===== src/hdl/tpwm_pkg.sv =====
/*
 * Constants shared by the six-channel timer and its channel slice.
 * Assumes one 125 MHz bus clock and an APB master with 32-bit data.
 */
// Functional notes
// - Buffered even channel pairs with next odd.
// - Last written channel governs from next rollover.
// - Linked odd channel control unused, pin released.
// - Mode 01 unbuffered, 10 buffered compare.
// - Action 10 clears, 11 sets on compare.
// - Buffered bit beats unbuffered bit on even.
// - No rollover toggle with clear on compare gives zero duty.
// - Full duty bit without toggle holds high.
// - Rollover flag on wrap, optional interrupt.
// - Channel flag on compare or capture, interrupt.
// - Wait mode counts, blocks access, interrupts wake.
// - Stop mode halts, keeps state, resumes.
// - Break freezes counter and suppresses captures.
// - Break clear enable governs flag clearing.
// - Armed two-step clear finishes after break.
// - Prescale code 111 uses external pin.
// - Pins independent except the odd pin of a buffered pair; even pins carry buffered.
// - Read-then-write-zero clear, cancelled by a new event of the same flag.
// - Halt bit holds counter, set by reset.
// - Counter clear bit zeroes counter, reads zero.
// - Prescale codes 000-110 divide by 1..64.
`default_nettype none
package tpwm_pkg;
	localparam int NCH = 6;
	localparam logic [11:0] ADDR_TCS = 12'h000;
	localparam logic [11:0] ADDR_CNT = 12'h004;
	localparam logic [11:0] ADDR_LIM = 12'h008;
	localparam logic [11:0] ADDR_CCS = 12'h020;
	localparam logic [11:0] ADDR_CVAL = 12'h040;
	localparam int TCS_FLAG = 7;
	localparam int TCS_IE = 6;
	localparam int TCS_HALT = 5;
	localparam int TCS_CLR = 4;
	localparam int CC_FLAG = 7;
	localparam int CC_IE = 6;
	localparam int CC_BUF = 5;
	localparam int CC_UNB = 4;
	localparam int CC_ELH = 3;
	localparam int CC_ELL = 2;
	localparam int CC_TOV = 1;
	localparam int CC_MAX = 0;
	localparam logic [15:0] LIM_RST = 16'hffff;
	localparam logic HALT_RST = 1'b1;
	localparam logic [2:0] PS_EXT = 3'h7;
	localparam logic [1:0] ACT_TGL = 2'h1;
	localparam logic [1:0] ACT_CLR = 2'h2;
	localparam logic [1:0] ACT_SET = 2'h3;
endpackage
`default_nettype wire


===== src/hdl/tpwm_chan.sv =====
/*
 * One timer channel: output compare with rollover toggle, or input capture.
 * Assumes tick and wrap come from the shared counter on the same clock.
 */
`default_nettype none
module tpwm_chan #(
	parameter int W = 16,
	parameter bit IS_EVEN = 1'b1
) (
	// Clock and reset
	input wire logic pclk,
	input wire logic presetn,
	// Counter timing
	input wire logic tick,
	input wire logic wrap,
	input wire logic cap_en,
	input wire logic [W-1:0] cnt,
	input wire logic [W-1:0] cmp_val,
	// Channel control
	input wire logic [5:0] ctrl,
	input wire logic silenced,
	// Pin
	input wire logic pin_in,
	output logic pin_out,
	output logic pin_oe,
	// Events
	output logic cmp_evt,
	output logic cap_evt
);
	import tpwm_pkg::*;
	logic [1:0] act;
	logic oc;
	logic [2:0] sync_ff;
	logic out_ff;
	logic nxt_out;

	assign act = ctrl[CC_ELH:CC_ELL];
	assign oc = ~silenced & (ctrl[CC_UNB] | (IS_EVEN & ctrl[CC_BUF]));
	assign cmp_evt = oc & tick & (cnt == cmp_val);
	assign pin_oe = oc & (act != 2'h0);
	assign pin_out = out_ff;

	always_ff @(posedge pclk or negedge presetn) begin
		if (!presetn) begin
			sync_ff <= 3'h0;
		end else begin
			sync_ff <= {sync_ff[1:0], pin_in};
		end
	end

	assign cap_evt = ~oc & ~silenced & cap_en &
		((act[0] & sync_ff[1] & ~sync_ff[2]) | (act[1] & ~sync_ff[1] & sync_ff[2]));

	always_comb begin
		nxt_out = out_ff;
		if (wrap & ctrl[CC_TOV]) begin
			nxt_out = ~out_ff;
		end
		if (cmp_evt) begin
			if (act == ACT_TGL) begin
				nxt_out = ~nxt_out;
			end else if (act == ACT_CLR) begin
				nxt_out = 1'b0;
			end else if (act == ACT_SET) begin
				nxt_out = 1'b1;
			end
		end
		if (ctrl[CC_MAX] & ~ctrl[CC_TOV]) begin
			nxt_out = 1'b1;
		end
		if (~oc) begin
			nxt_out = 1'b0;
		end
	end

	always_ff @(posedge pclk or negedge presetn) begin
		if (!presetn) begin
			out_ff <= 1'b0;
		end else begin
			out_ff <= nxt_out;
		end
	end
endmodule
`default_nettype wire


===== src/hdl/tpwm_top.sv =====
/*
 * Six-channel timer with PWM, buffered pairs and an APB register port.
 * Assumes the system supplies wait, stop and break levels on pclk and
 * that pins come from outside the clock domain.
 */
`default_nettype none
module tpwm_top (
	// APB slave
	input wire logic pclk,
	input wire logic presetn,
	input wire logic psel,
	input wire logic penable,
	input wire logic pwrite,
	input wire logic [11:0] paddr,
	input wire logic [31:0] pwdata,
	output logic [31:0] prdata,
	output logic pready,
	output logic pslverr,
	// System modes
	input wire logic wait_mode,
	input wire logic stop_mode,
	input wire logic break_active,
	input wire logic break_clear_enable,
	// External count clock
	input wire logic ext_count_clock_pin,
	output logic ext_clk_force_input,
	// Channel pins
	input wire logic [tpwm_pkg::NCH-1:0] chan_pin_in,
	output logic [tpwm_pkg::NCH-1:0] chan_pin_out,
	output logic [tpwm_pkg::NCH-1:0] chan_pin_oe,
	// Interrupt request
	output logic timer_irq
);
	import tpwm_pkg::*;

	function automatic logic reg_hit(input logic [11:0] a, input logic [11:0] base);
		reg_hit = (a[11:5] == base[11:5]) && (a[1:0] == 2'h0) && (a[4:2] < 3'(NCH));
	endfunction

	logic acc, rd, wr, setup;
	logic tcs_hit, cnt_hit, lim_hit, cc_hit, cv_hit, mapped;
	logic [2:0] idx;
	logic [31:0] rdmux;
	logic [31:0] prdata_ff;
	logic halt_ff, oie_ff;
	logic [2:0] ps_ff;
	logic [6:0] pre_ff;
	logic [6:0] pre_mask;
	logic [15:0] cnt_ff, lim_ff;
	logic [2:0] ext_ff;
	logic run, tick, wrap, clr_req, ext_edge, clr_ok;
	logic [6:0] cc_ff [NCH];
	logic [15:0] val_ff [NCH];
	logic [NCH:0] flag_ff, arm_ff, evt, rd_hit, wr_hit, en;
	logic [NCH-1:0] cmp_evt, cap_evt;
	logic [2:0] sel_ff, pend_ff;

	assign acc = psel & penable;
	assign setup = psel & ~penable;
	assign rd = acc & ~pwrite & ~wait_mode;
	assign wr = acc & pwrite & ~wait_mode;
	assign idx = paddr[4:2];
	assign tcs_hit = paddr == ADDR_TCS;
	assign cnt_hit = paddr == ADDR_CNT;
	assign lim_hit = paddr == ADDR_LIM;
	assign cc_hit = reg_hit(paddr, ADDR_CCS);
	assign cv_hit = reg_hit(paddr, ADDR_CVAL);
	assign mapped = tcs_hit | cnt_hit | lim_hit | cc_hit | cv_hit;
	assign pready = 1'b1;
	assign pslverr = acc & (~mapped | wait_mode);
	assign prdata = prdata_ff;

	always_comb begin
		rdmux = 32'h0;
		if (tcs_hit) begin
			rdmux[TCS_FLAG] = flag_ff[NCH];
			rdmux[TCS_IE] = oie_ff;
			rdmux[TCS_HALT] = halt_ff;
			rdmux[2:0] = ps_ff;
		end else if (cnt_hit) begin
			rdmux[15:0] = cnt_ff;
		end else if (lim_hit) begin
			rdmux[15:0] = lim_ff;
		end else if (cc_hit) begin
			rdmux[7:0] = {flag_ff[idx], cc_ff[idx]};
		end else if (cv_hit) begin
			rdmux[15:0] = val_ff[idx];
		end
		if (wait_mode) begin
			rdmux = 32'h0;
		end
	end

	// Data is sampled in the setup cycle so that reads need no wait state.
	always_ff @(posedge pclk or negedge presetn) begin
		if (!presetn) begin
			prdata_ff <= 32'h0;
		end else if (setup) begin
			prdata_ff <= rdmux;
		end
	end

	always_ff @(posedge pclk or negedge presetn) begin
		if (!presetn) begin
			halt_ff <= HALT_RST;
			oie_ff <= 1'b0;
			ps_ff <= 3'h0;
		end else if (wr & tcs_hit) begin
			halt_ff <= pwdata[TCS_HALT];
			oie_ff <= pwdata[TCS_IE];
			ps_ff <= pwdata[2:0];
		end
	end

	always_ff @(posedge pclk or negedge presetn) begin
		if (!presetn) begin
			lim_ff <= LIM_RST;
		end else if (wr & lim_hit) begin
			lim_ff <= pwdata[15:0];
		end
	end

	always_ff @(posedge pclk or negedge presetn) begin
		if (!presetn) begin
			for (int i = 0; i < NCH; i++) begin
				cc_ff[i] <= 7'h0;
			end
		end else if (wr & cc_hit) begin
			cc_ff[idx] <= pwdata[6:0];
		end
	end

	// A capture in the same cycle as a software write keeps the captured count.
	always_ff @(posedge pclk or negedge presetn) begin
		if (!presetn) begin
			for (int i = 0; i < NCH; i++) begin
				val_ff[i] <= 16'h0;
			end
		end else begin
			for (int i = 0; i < NCH; i++) begin
				if (cap_evt[i]) begin
					val_ff[i] <= cnt_ff;
				end else if (wr & cv_hit & (idx == 3'(i))) begin
					val_ff[i] <= pwdata[15:0];
				end
			end
		end
	end

	assign ext_clk_force_input = ps_ff == PS_EXT;

	always_ff @(posedge pclk or negedge presetn) begin
		if (!presetn) begin
			ext_ff <= 3'h0;
		end else begin
			ext_ff <= {ext_ff[1:0], ext_count_clock_pin};
		end
	end

	assign ext_edge = ext_ff[1] & ~ext_ff[2];
	assign run = ~halt_ff & ~stop_mode & ~break_active;
	assign clr_req = wr & tcs_hit & pwdata[TCS_CLR];
	assign pre_mask = 7'((8'h01 << ps_ff) - 8'h01);
	assign tick = run & (ext_clk_force_input ? ext_edge : ((pre_ff & pre_mask) == pre_mask));
	assign wrap = tick & (cnt_ff == lim_ff);

	always_ff @(posedge pclk or negedge presetn) begin
		if (!presetn) begin
			pre_ff <= 7'h0;
		end else if (clr_req) begin
			pre_ff <= 7'h0;
		end else if (run) begin
			pre_ff <= pre_ff + 7'h1;
		end
	end

	always_ff @(posedge pclk or negedge presetn) begin
		if (!presetn) begin
			cnt_ff <= 16'h0;
		end else if (clr_req) begin
			cnt_ff <= 16'h0;
		end else if (wrap) begin
			cnt_ff <= 16'h0;
		end else if (tick) begin
			cnt_ff <= cnt_ff + 16'h1;
		end
	end

	always_ff @(posedge pclk or negedge presetn) begin
		if (!presetn) begin
			sel_ff <= 3'h0;
			pend_ff <= 3'h0;
		end else begin
			for (int p = 0; p < NCH / 2; p++) begin
				if (!cc_ff[2 * p][CC_BUF]) begin
					sel_ff[p] <= 1'b0;
					pend_ff[p] <= 1'b0;
				end else if (wr & cv_hit & (idx == 3'(2 * p + 1))) begin
					pend_ff[p] <= 1'b1;
					if (wrap) begin
						sel_ff[p] <= 1'b1;
					end
				end else if (wr & cv_hit & (idx == 3'(2 * p))) begin
					pend_ff[p] <= 1'b0;
					if (wrap) begin
						sel_ff[p] <= 1'b0;
					end
				end else if (wrap) begin
					sel_ff[p] <= pend_ff[p];
				end
			end
		end
	end

	genvar g;
	generate
		for (g = 0; g < NCH; g++) begin : g_ch
			logic silenced;
			logic [15:0] cmp_val;
			if (g % 2 == 0) begin : g_even
				assign silenced = 1'b0;
				assign cmp_val = (cc_ff[g][CC_BUF] & sel_ff[g / 2]) ? val_ff[g + 1] : val_ff[g];
			end else begin : g_odd
				assign silenced = cc_ff[g - 1][CC_BUF];
				assign cmp_val = val_ff[g];
			end
			tpwm_chan #(
				.W(16),
				.IS_EVEN(g % 2 == 0)
			) i_tpwm_chan (
				.pclk(pclk),
				.presetn(presetn),
				.tick(tick),
				.wrap(wrap),
				.cap_en(run),
				.cnt(cnt_ff),
				.cmp_val(cmp_val),
				.ctrl(cc_ff[g][5:0]),
				.silenced(silenced),
				.pin_in(chan_pin_in[g]),
				.pin_out(chan_pin_out[g]),
				.pin_oe(chan_pin_oe[g]),
				.cmp_evt(cmp_evt[g]),
				.cap_evt(cap_evt[g])
			);
			assign evt[g] = cmp_evt[g] | cap_evt[g];
			assign rd_hit[g] = rd & cc_hit & (idx == 3'(g));
			assign wr_hit[g] = wr & cc_hit & (idx == 3'(g)) & ~pwdata[CC_FLAG];
			assign en[g] = cc_ff[g][CC_IE];
		end
	endgenerate

	assign evt[NCH] = wrap;
	assign rd_hit[NCH] = rd & tcs_hit;
	assign wr_hit[NCH] = wr & tcs_hit & ~pwdata[TCS_FLAG];
	assign en[NCH] = oie_ff;
	assign clr_ok = ~break_active | break_clear_enable;

	always_ff @(posedge pclk or negedge presetn) begin
		if (!presetn) begin
			flag_ff <= '0;
			arm_ff <= '0;
		end else begin
			for (int i = 0; i <= NCH; i++) begin
				if (evt[i]) begin
					flag_ff[i] <= 1'b1;
					arm_ff[i] <= 1'b0;
				end else if (clr_ok & wr_hit[i] & arm_ff[i]) begin
					flag_ff[i] <= 1'b0;
					arm_ff[i] <= 1'b0;
				end else if (clr_ok & rd_hit[i] & flag_ff[i]) begin
					arm_ff[i] <= 1'b1;
				end
			end
		end
	end

	assign timer_irq = |(flag_ff & en);
endmodule
`default_nettype wire


===== config.mk =====
export PLATFORM = sky130hd
export DESIGN_NAME = tpwm_top
export DESIGN_NICKNAME = d
export VERILOG_FILES = /design/src/hdl/tpwm_pkg.sv /design/src/hdl/tpwm_chan.sv /design/src/hdl/tpwm_top.sv
export SDC_FILE = /design/constraint.sdc
export NUM_CORES = 1
export LEC_CHECK = 0
export BUFFER_PORTS_ARGS = -buffer_cell sky130_fd_sc_hd__buf_2
export CAP_MARGIN = 20
export CORE_MARGIN = 4
export CORE_UTILIZATION = 43
export DETAILED_ROUTE_END_ITERATION = 7
export HOLD_SLACK_MARGIN = 0.08
export PLACE_DENSITY = 0.63
export SYNTH_ARGS = -nofsm -noshare
export SYNTH_HDL_FRONTEND = slang
export SYNTH_SLANG_ARGS = --single-unit

===== constraint.sdc =====
create_clock -name pclk -period 7 [get_ports pclk]
set_input_delay 0.35 -clock pclk [delete_from_list [all_inputs] [get_ports pclk]]
set_output_delay 0.35 -clock pclk [all_outputs]
set_load 0.05 [all_outputs]

Yosys cells after proc, flatten, opt, wreduce, memory -nomap -nowiden
Index checks and enable logic that the tools add are counted.
{"block": "totals", "ff_bits": 261, "latchBits": 0, "ram_bits": 0, "mem_bits_ro": 0, "input_bits": 60, "output_inout_bits": 48, "wordCells": 500, "memories": 0}
{"block": "op_classes", "addsub": 3, "n_mul": 0, "n_div": 0, "magnitude_cmp": 4, "n_eq_ne": 42, "n_shift": 1, "n_mux": 142, "bitwise": 219, "reduce_logical": 37}
{"cell": "$mux 16", "count": 24}
{"cell": "$and 1x1->1", "count": 147}
{"cell": "$eq 16x16->1", "count": 7}
{"cell": "$mux 1", "count": 102}
{"cell": "$bmux 16 s3", "count": 1}
{"cell": "$not 1->1", "count": 48}
{"cell": "$bwmux 42", "count": 1}
{"cell": "$reduce_bool 2->1", "count": 20}
{"cell": "$mux 7", "count": 5}
{"cell": "$eq 2x2->1 const B", "count": 12}
{"cell": "$mux 8", "count": 3}
{"cell": "$reduce_bool 3->1", "count": 8}
{"cell": "$bmux 7 s3", "count": 1}
{"cell": "$demux 7 s3", "count": 1}
{"cell": "$or 1x1->1", "count": 21}
{"cell": "$add 16x1->16 const B", "count": 1}
{"cell": "$and 7x7->7", "count": 2}
{"cell": "$eq 12x3->1 const B", "count": 1}
{"cell": "$eq 12x4->1 const B", "count": 1}
{"cell": "$eq 2x1->1 const B", "count": 6}
{"cell": "$logic_not 12->1", "count": 1}
{"cell": "$eq 3x3->1 const B", "count": 3}
{"cell": "$ne 3x1->1 const B", "count": 3}
{"cell": "$add 7x1->7 const B", "count": 1}
{"cell": "20 further kinds", "count": 28}

Longest topological paths before layout
{"block": "depth", "ltp_word": 15, "depth_mapped": 13, "depth_no_buf": 11}

Hierarchy
From an unflattened synthesis, not the netlist that was laid out.
{"block": "hier_totals", "hier_cells": 1451, "area_unflattened_um2": 15003.1}
{"mod": "tpwm_top", "instances": 1, "cells_each": 1175, "area_each_um2": 12522.0, "seq_area_each_um2": 5551.6}
{"mod": "tpwm_chan at g_ch[0].i_tpwm_chan ...", "instances": 3, "cells_each": 47, "area_each_um2": 436.7, "seq_area_each_um2": 100.1}
{"mod": "tpwm_chan at g_ch[1].i_tpwm_chan ...", "instances": 3, "cells_each": 45, "area_each_um2": 390.4, "seq_area_each_um2": 100.1}

Worst setup path before layout
OpenSTA, ideal clock, no wires.
{"block": "synth_timing", "path_kind": "input to output", "from": "in paddr[2]", "to": "out pslverr", "arrival_time_ps": 2258, "t_required_ps": 6650, "slack_ps": 4392, "cell_stages": 9, "path_buffers": 3, "path_cell_list": "buf_2 inv_1 clkbuf_1 nand2b_1 nor2_1 clkbuf_1 nor4_1 a21oi_1 nor2_1"}
{"block": "synth_via", "elab_chain_len": 8, "elab_cells_between_ends": 13, "classes_between": "1 x order compare; 2 x eq/ne; 7 x bitwise; 3 x reduce/logical"}
{"element": "start: declaration", "line": "tpwm_top.sv:14", "rtl": "input wire logic [11:0] paddr,"}
{"element": "$eq 12x3->1 / $logic_not 12->1 (equally long branches)", "line": "tpwm_top.sv:64, tpwm_top.sv:63"}
{"element": "$or 1x1->1 (3 in series)", "line": "tpwm_top.sv:68", "rtl": "assign mapped = tcs_hit | cnt_hit | lim_hit | cc_hit | cv_hit;"}
{"element": "$or 1x1->1 *", "line": "tpwm_top.sv:68"}
{"element": "$not 1->1 *", "line": "tpwm_top.sv:70", "rtl": "assign pslverr = acc & (~mapped | wait_mode);"}
{"element": "$or 1x1->1 *", "line": "tpwm_top.sv:70"}
{"element": "$and 1x1->1 *", "line": "tpwm_top.sv:70"}
{"element": "end: declaration", "line": "tpwm_top.sv:18", "rtl": "output logic pslverr,"}
Mark *: on every way between the ends. The rest lies on a longest branch, timed or not.

Worst setup path in the final report
{"block": "layout_timing", "from": "reg ps_ff[2]", "to": "reg g_ch[1].i_tpwm_chan.out_ff"}
{"block": "layout_via", "elab_chain_len": 15, "elab_cells_between_ends": 19, "classes_between": "1 x add/sub; 2 x eq/ne; 1 x shift; 8 x mux; 7 x bitwise"}
{"element": "start: declaration", "line": "tpwm_top.sv:46", "rtl": "logic [2:0] ps_ff;"}
{"element": "start signal: assignment", "line": "tpwm_top.sv:111", "rtl": "ps_ff <= pwdata[2:0];"}
{"element": "$shl 1x3->7", "line": "tpwm_top.sv:163", "rtl": "assign pre_mask = 7'((8'h01 << ps_ff) - 8'h01);"}
{"element": "$sub 7x1->7", "line": "tpwm_top.sv:163"}
{"element": "$and 7x7->7", "line": "tpwm_top.sv:164", "rtl": "assign tick = run & (ext_clk_force_input ? ext_edge : ((pre_ff & pre_mask) == pre_mask));"}
{"element": "$eq 7x7->1", "line": "tpwm_top.sv:164"}
{"element": "$mux 1 *", "line": "tpwm_top.sv:164"}
{"element": "$and 1x1->1 *", "line": "tpwm_top.sv:164"}
{"element": "$and 1x1->1", "line": "tpwm_top.sv:165", "rtl": "assign wrap = tick & (cnt_ff == lim_ff);"}
{"element": "$and 1x1->1", "line": "tpwm_chan.sv:56", "rtl": "if (wrap & ctrl[CC_TOV]) begin"}
{"element": "$mux 1", "line": "tpwm_chan.sv:56"}
{"element": "$mux 1", "line": "tpwm_chan.sv:64", "rtl": "end else if (act == ACT_SET) begin"}
{"element": "$mux 1", "line": "tpwm_chan.sv:62", "rtl": "end else if (act == ACT_CLR) begin"}
{"element": "$mux 1", "line": "tpwm_chan.sv:60", "rtl": "if (act == ACT_TGL) begin"}
{"element": "$mux 1 *", "line": "tpwm_chan.sv:59", "rtl": "if (cmp_evt) begin"}
{"element": "$mux 1 *", "line": "tpwm_chan.sv:68", "rtl": "if (ctrl[CC_MAX] & ~ctrl[CC_TOV]) begin"}
{"element": "$mux 1 *", "line": "tpwm_chan.sv:71", "rtl": "if (~oc) begin"}
{"element": "named net g_ch[1].i_tpwm_chan.nxt_out", "line": "tpwm_chan.sv:35", "rtl": "logic nxt_out;"}
{"element": "end signal: assignment", "line": "tpwm_chan.sv:80", "rtl": "out_ff <= nxt_out;"}
{"element": "end: declaration", "line": "tpwm_chan.sv:34", "rtl": "logic out_ff;"}
Mark *: on every way through the listed nets, which the timed path passes. The rest lies on a longest branch.
A chain may end at the register's enable or synchronous reset.

==> key figures <==
Worst setup path
  – Worst reg2reg startpoint: ps_ff[2]
  – Reg-to-reg critical path endpoint: g_ch[1].i_tpwm_chan.pin_out
  – Worst Path Arrival: 3.75 ns
  – Reg2Reg Depth: 10
  – Slowest cell on crit path: nor4_1
  – CP Capture Type: flop
  – CP required: 7.48 ns
  – Flop-to-flop setup slack: 3.73 ns
  – Startpoint class of the critical path: flop
  – CP Cell Sequence: nor2_1 > nand2_1 > ha_1 > nor2_1 > nor2_1 > nand4_2 > o31a_1 > nor4_1 > a32oi_1 > a21oi_1
  – Most used cell, CP: nor2_1
  – Setup CP Type: flop to flop
  – Slowest stage delay, CP: 0.92 ns
  – CP max FO: 9

Clock network
  – Post-cts sizing count: 0
  – Clock latency on the worst-skew pair: 0.56 ns
  – TritonCTS Buffers: 29
  – Clk pin slew, worst setup/hold paths: 0.06 ns
  – CTS tree: done
  – CTS Root Cell: clkbuf_16
  – CTS HTree Levels: 1
  – Clk buf depth: 3
  – Post-CTS Setup Repair Bufs: 0
  – CTS sink count: 245

STA
  – Fmax: 0.306 GHz
  – Tcrit/Tclk final: 46.7%
  – Slew headroom: 32.1%
  – Worst hold margin: 0.187 ns
  – Max-slew violation count: 0
  – Worst-Margin Slew: 1.02 ns
  – Final setup vio count: 0
  – Unrepaired setup endpoints after global routing: no
  – Final Skew: 0.0118 ns
  – Fin Setup TNS: 0 ns
  – Final min period: 3.27 ns
  – Hold violation count in the final report: 0

Route
  – Via count: 11.8k
  – Initial DRC Count: 1157
  – Routed Antenna Nets: 0
  – Final wirelength: 45100 um
  – Post-detailed-route wirelength per cell: 22.7 um
  – DRC: 0
  – DRT Pass-1 Iters: 8
  – DR vias/cell: 5.91

Synth
  – Synth Cell Area: 0.0145 mm2
  – Post-synthesis sequential area ratio: 42.3%
  – Ys flop type: dfrtp_1
  – YS warnings: 0
  – Post-synth EDFFs: 0
  – Count leader, synth: dfrtp_1
  – Post-synth top cells: dfrtp_1 (228), nand2_1 (173), o21ai_0 (141), mux2i_1 (126), nor2_1 (88)
  – Top cell type by total area after synthesis: dfrtp_1
  – Syn_area_per_cell: 9.66 um2
  – Area contributors post-synth: dfrtp_1 (39%), mux2i_1 (8.7%), mux2_2 (5.1%), o21ai_0 (4.9%), nand2_1 (4.5%)
  – Yosys reg bits: 245
  – Distinct cells, synth: 85
  – Yosys top cell area share: 39.3%
  – Share of flip-flops with an asynchronous set or reset: 100%
  – Cells after Synth: 1504

Power
  – Clock share of power: 41.5%
  – Switching Power: 1.11 mW
  – Pint: 2.65 mW
  – Pwr dens: 233 mW/mm2
  – Leak Pwr: 7.27 nW
  – Sequential Power Share: 44.1%
  – Switching Share: 29.6%
  – Comb power frac: 14.4%
  – Peak supply drop: 0.000193 V

Global routing
  – Vias in the first global route: 11.3k
  – Largest net degree at the start of global routing: 103
  – Total track usage: 24.4%
  – GRT overflow: 0
  – Initial antenna violation count: 5
  – First-pass GRT wire length: 69600 um

Place
  – Placed cells: 1927
  – Port Buffers: 74
  – Routability cong.: 0.956
  – Placed Area: 0.0151 mm2
  – Dpl hpwl: 31200 um

Outcome
  – Status: finished, final reports clean

Finish
  – Number of fill cells: 3133
  – Synth-to-layout area growth: 11.0%
  – NumNets Final: 1582
  – Non-Filler Instances: 1992
  – Layout cells sized above 1: 18.2%
  – Final instance area: 0.0161 mm2

Die
  – CORE AREA: 0.0334 mm2
  – Die area: 0.0368 mm2
  – # rows: 67
  – Die W: 192 um
  – I/O pin cnt: 108
  – Die Ht: 192 um
  – Initial Utilization: 43.4%

Hold path
  – Worst hold stages: 2
  – HP Start: pwdata[8]
  – Worst Hold End: lim_ff[8]
  – Hold crit path type: primary input to flop

Flow run
  – Max Cap Viol: 0
flip-flops by register name, summed over array words and instances, names as in the netlist:
register                  count
prdata                       16
flag_ff                       7
val_ff                       48
g_ch.i_tpwm_chan.sync_ff     18
oie_ff                        1
pre_ff                        7
sel_ff                        3
lim_ff                       16
pend_ff                       3
cc_ff                        42
cnt_ff                       16
arm_ff                        7
g_ch.i_tpwm_chan.pin_out      6
ps_ff                         3
ext_ff                        3
halt_ff                       1
g_ch.cmp_val                 48
worst max-delay path: cells and delay by family, from the launching register on:
| family | cells | cell delay, ns |
|---|---|---|
| and+or+nand+nor | 6 | 1.48 |
| AOI/OAI and AO/OA | 3 | 0.92 |
| DFF | 1 | 0.51 |
| adders and majority gates | 1 | 0.28 |
how the worst max path moves through the flow:
stage               cells after the start      from                           to  slack [ns]
floorplan                               9  paddr[2]                      pslverr        4.39
global placement                        9  paddr[3]                   flag_ff[4]        3.67
detailed placement                      9  paddr[3]                   flag_ff[2]        3.56
CTS                                    10  ps_ff[2]  g_ch[1].i_tpwm_chan.pin_out        3.74
global route                           10  ps_ff[2]  g_ch[1].i_tpwm_chan.pin_out        3.52
finish                                 10  ps_ff[2]  g_ch[1].i_tpwm_chan.pin_out        3.73
cell type report:
cell class / count / area, um2 / share of cell area (%)
Clock buffer: 39 / 823 / 5.10
Timing Repair Buffer: 110 / 673 / 4.17
Multi-Input combinational cell: 1102 / 7640 / 47.4
Antenna cell: 3 / 7.51 / 0.0465
Clock inverter: 14 / 158 / 0.977
Sequential cell: 245 / 6150 / 38.1
Tap cell: 448 / 561 / 3.47
Inverter: 31 / 116 / 0.721
power groups by stage:
stage | clock network, mW | registers, mW | logic (mW)
after CTS | 1.59 | 1.65 | 0.537
final | 1.56 | 1.66 | 0.543
after floorplan | 0 | 1.59 | 0.418
after global routing | 1.65 | 1.67 | 0.596
after global placement | 0 | 1.67 | 0.520
after detailed placement | 0 | 1.68 | 0.530
cell usage in the layout, fill, tap and decap left out, types with 14 or more instances in the layout:
cell | Yosys | final
and2_1 | 14 | 14
and3_1 | 18 | 18
nand2b_1 | 15 | 15
a222oi_1 | 22 | 22
xnor2_1 | 67 | 67
buf_2 | 33 | 73
mux2i_1 | 126 | 126
buf_4 | 33 | 27
nand2_1 | 173 | 173
a21oi_1 | 50 | 47
clkbuf_16 | 0 | 29
o22ai_1 | 15 | 15
mux2_2 | 66 | 66
o21ai_0 | 141 | 141
xor2_1 | 50 | 50
nand3_1 | 30 | 30
nand4_1 | 20 | 20
inv_1 | 30 | 30
dfstp_2 | 17 | 17
dfrtp_1 | 228 | 228
nor2_1 | 88 | 88
conb_1 | 2 | 17
metal layers:
| layer | vias up | wire (um) | track usage [%] |
|---|---|---|---|
| met2 | 489 | 20600 | 38.6 |
| li1 | 5329 | - | - |
| met3 | 77 | 3490 | 2.89 |
| met4 | 2 | 1170 | 6.22 |
| met1 | 5883 | 19800 | 35.8 |
| met5 | - | 8 | 0 |
cell families after synthesis:
family                   count (synthesis)  synth area share (%)
buffers and inverters                  172                  5.68
multiplexers                           205                  15.8
AO/OA/AOI/OAI                          314                  13.6
adder cells (fa/ha/maj)                  4                 0.336
flip-flops                             245                  42.3
other                                    2                0.0517
AND/OR/NAND/NOR                        444                  15.1
XOR/XNOR                               118                  7.16
stage by stage:
stage          power, mW  worst slack, ns  utilization, %
3_3_place_gp        2.19             3.67            45.0
6_report            3.76             3.73            48.2
2_1_floorplan       2.01             4.39               -
5_1_grt             3.92             3.52            48.2
3_5_place_dp        2.21             3.56            45.0
4_1_cts             3.78             3.74            48.2
timing repair:
action	4_1_cts	5_1_grt
endpoints found under the hold margin	102	0
hold buffers	9	0
endpoints found under the setup margin	0	0
Power figures use the tool's default switching activity.
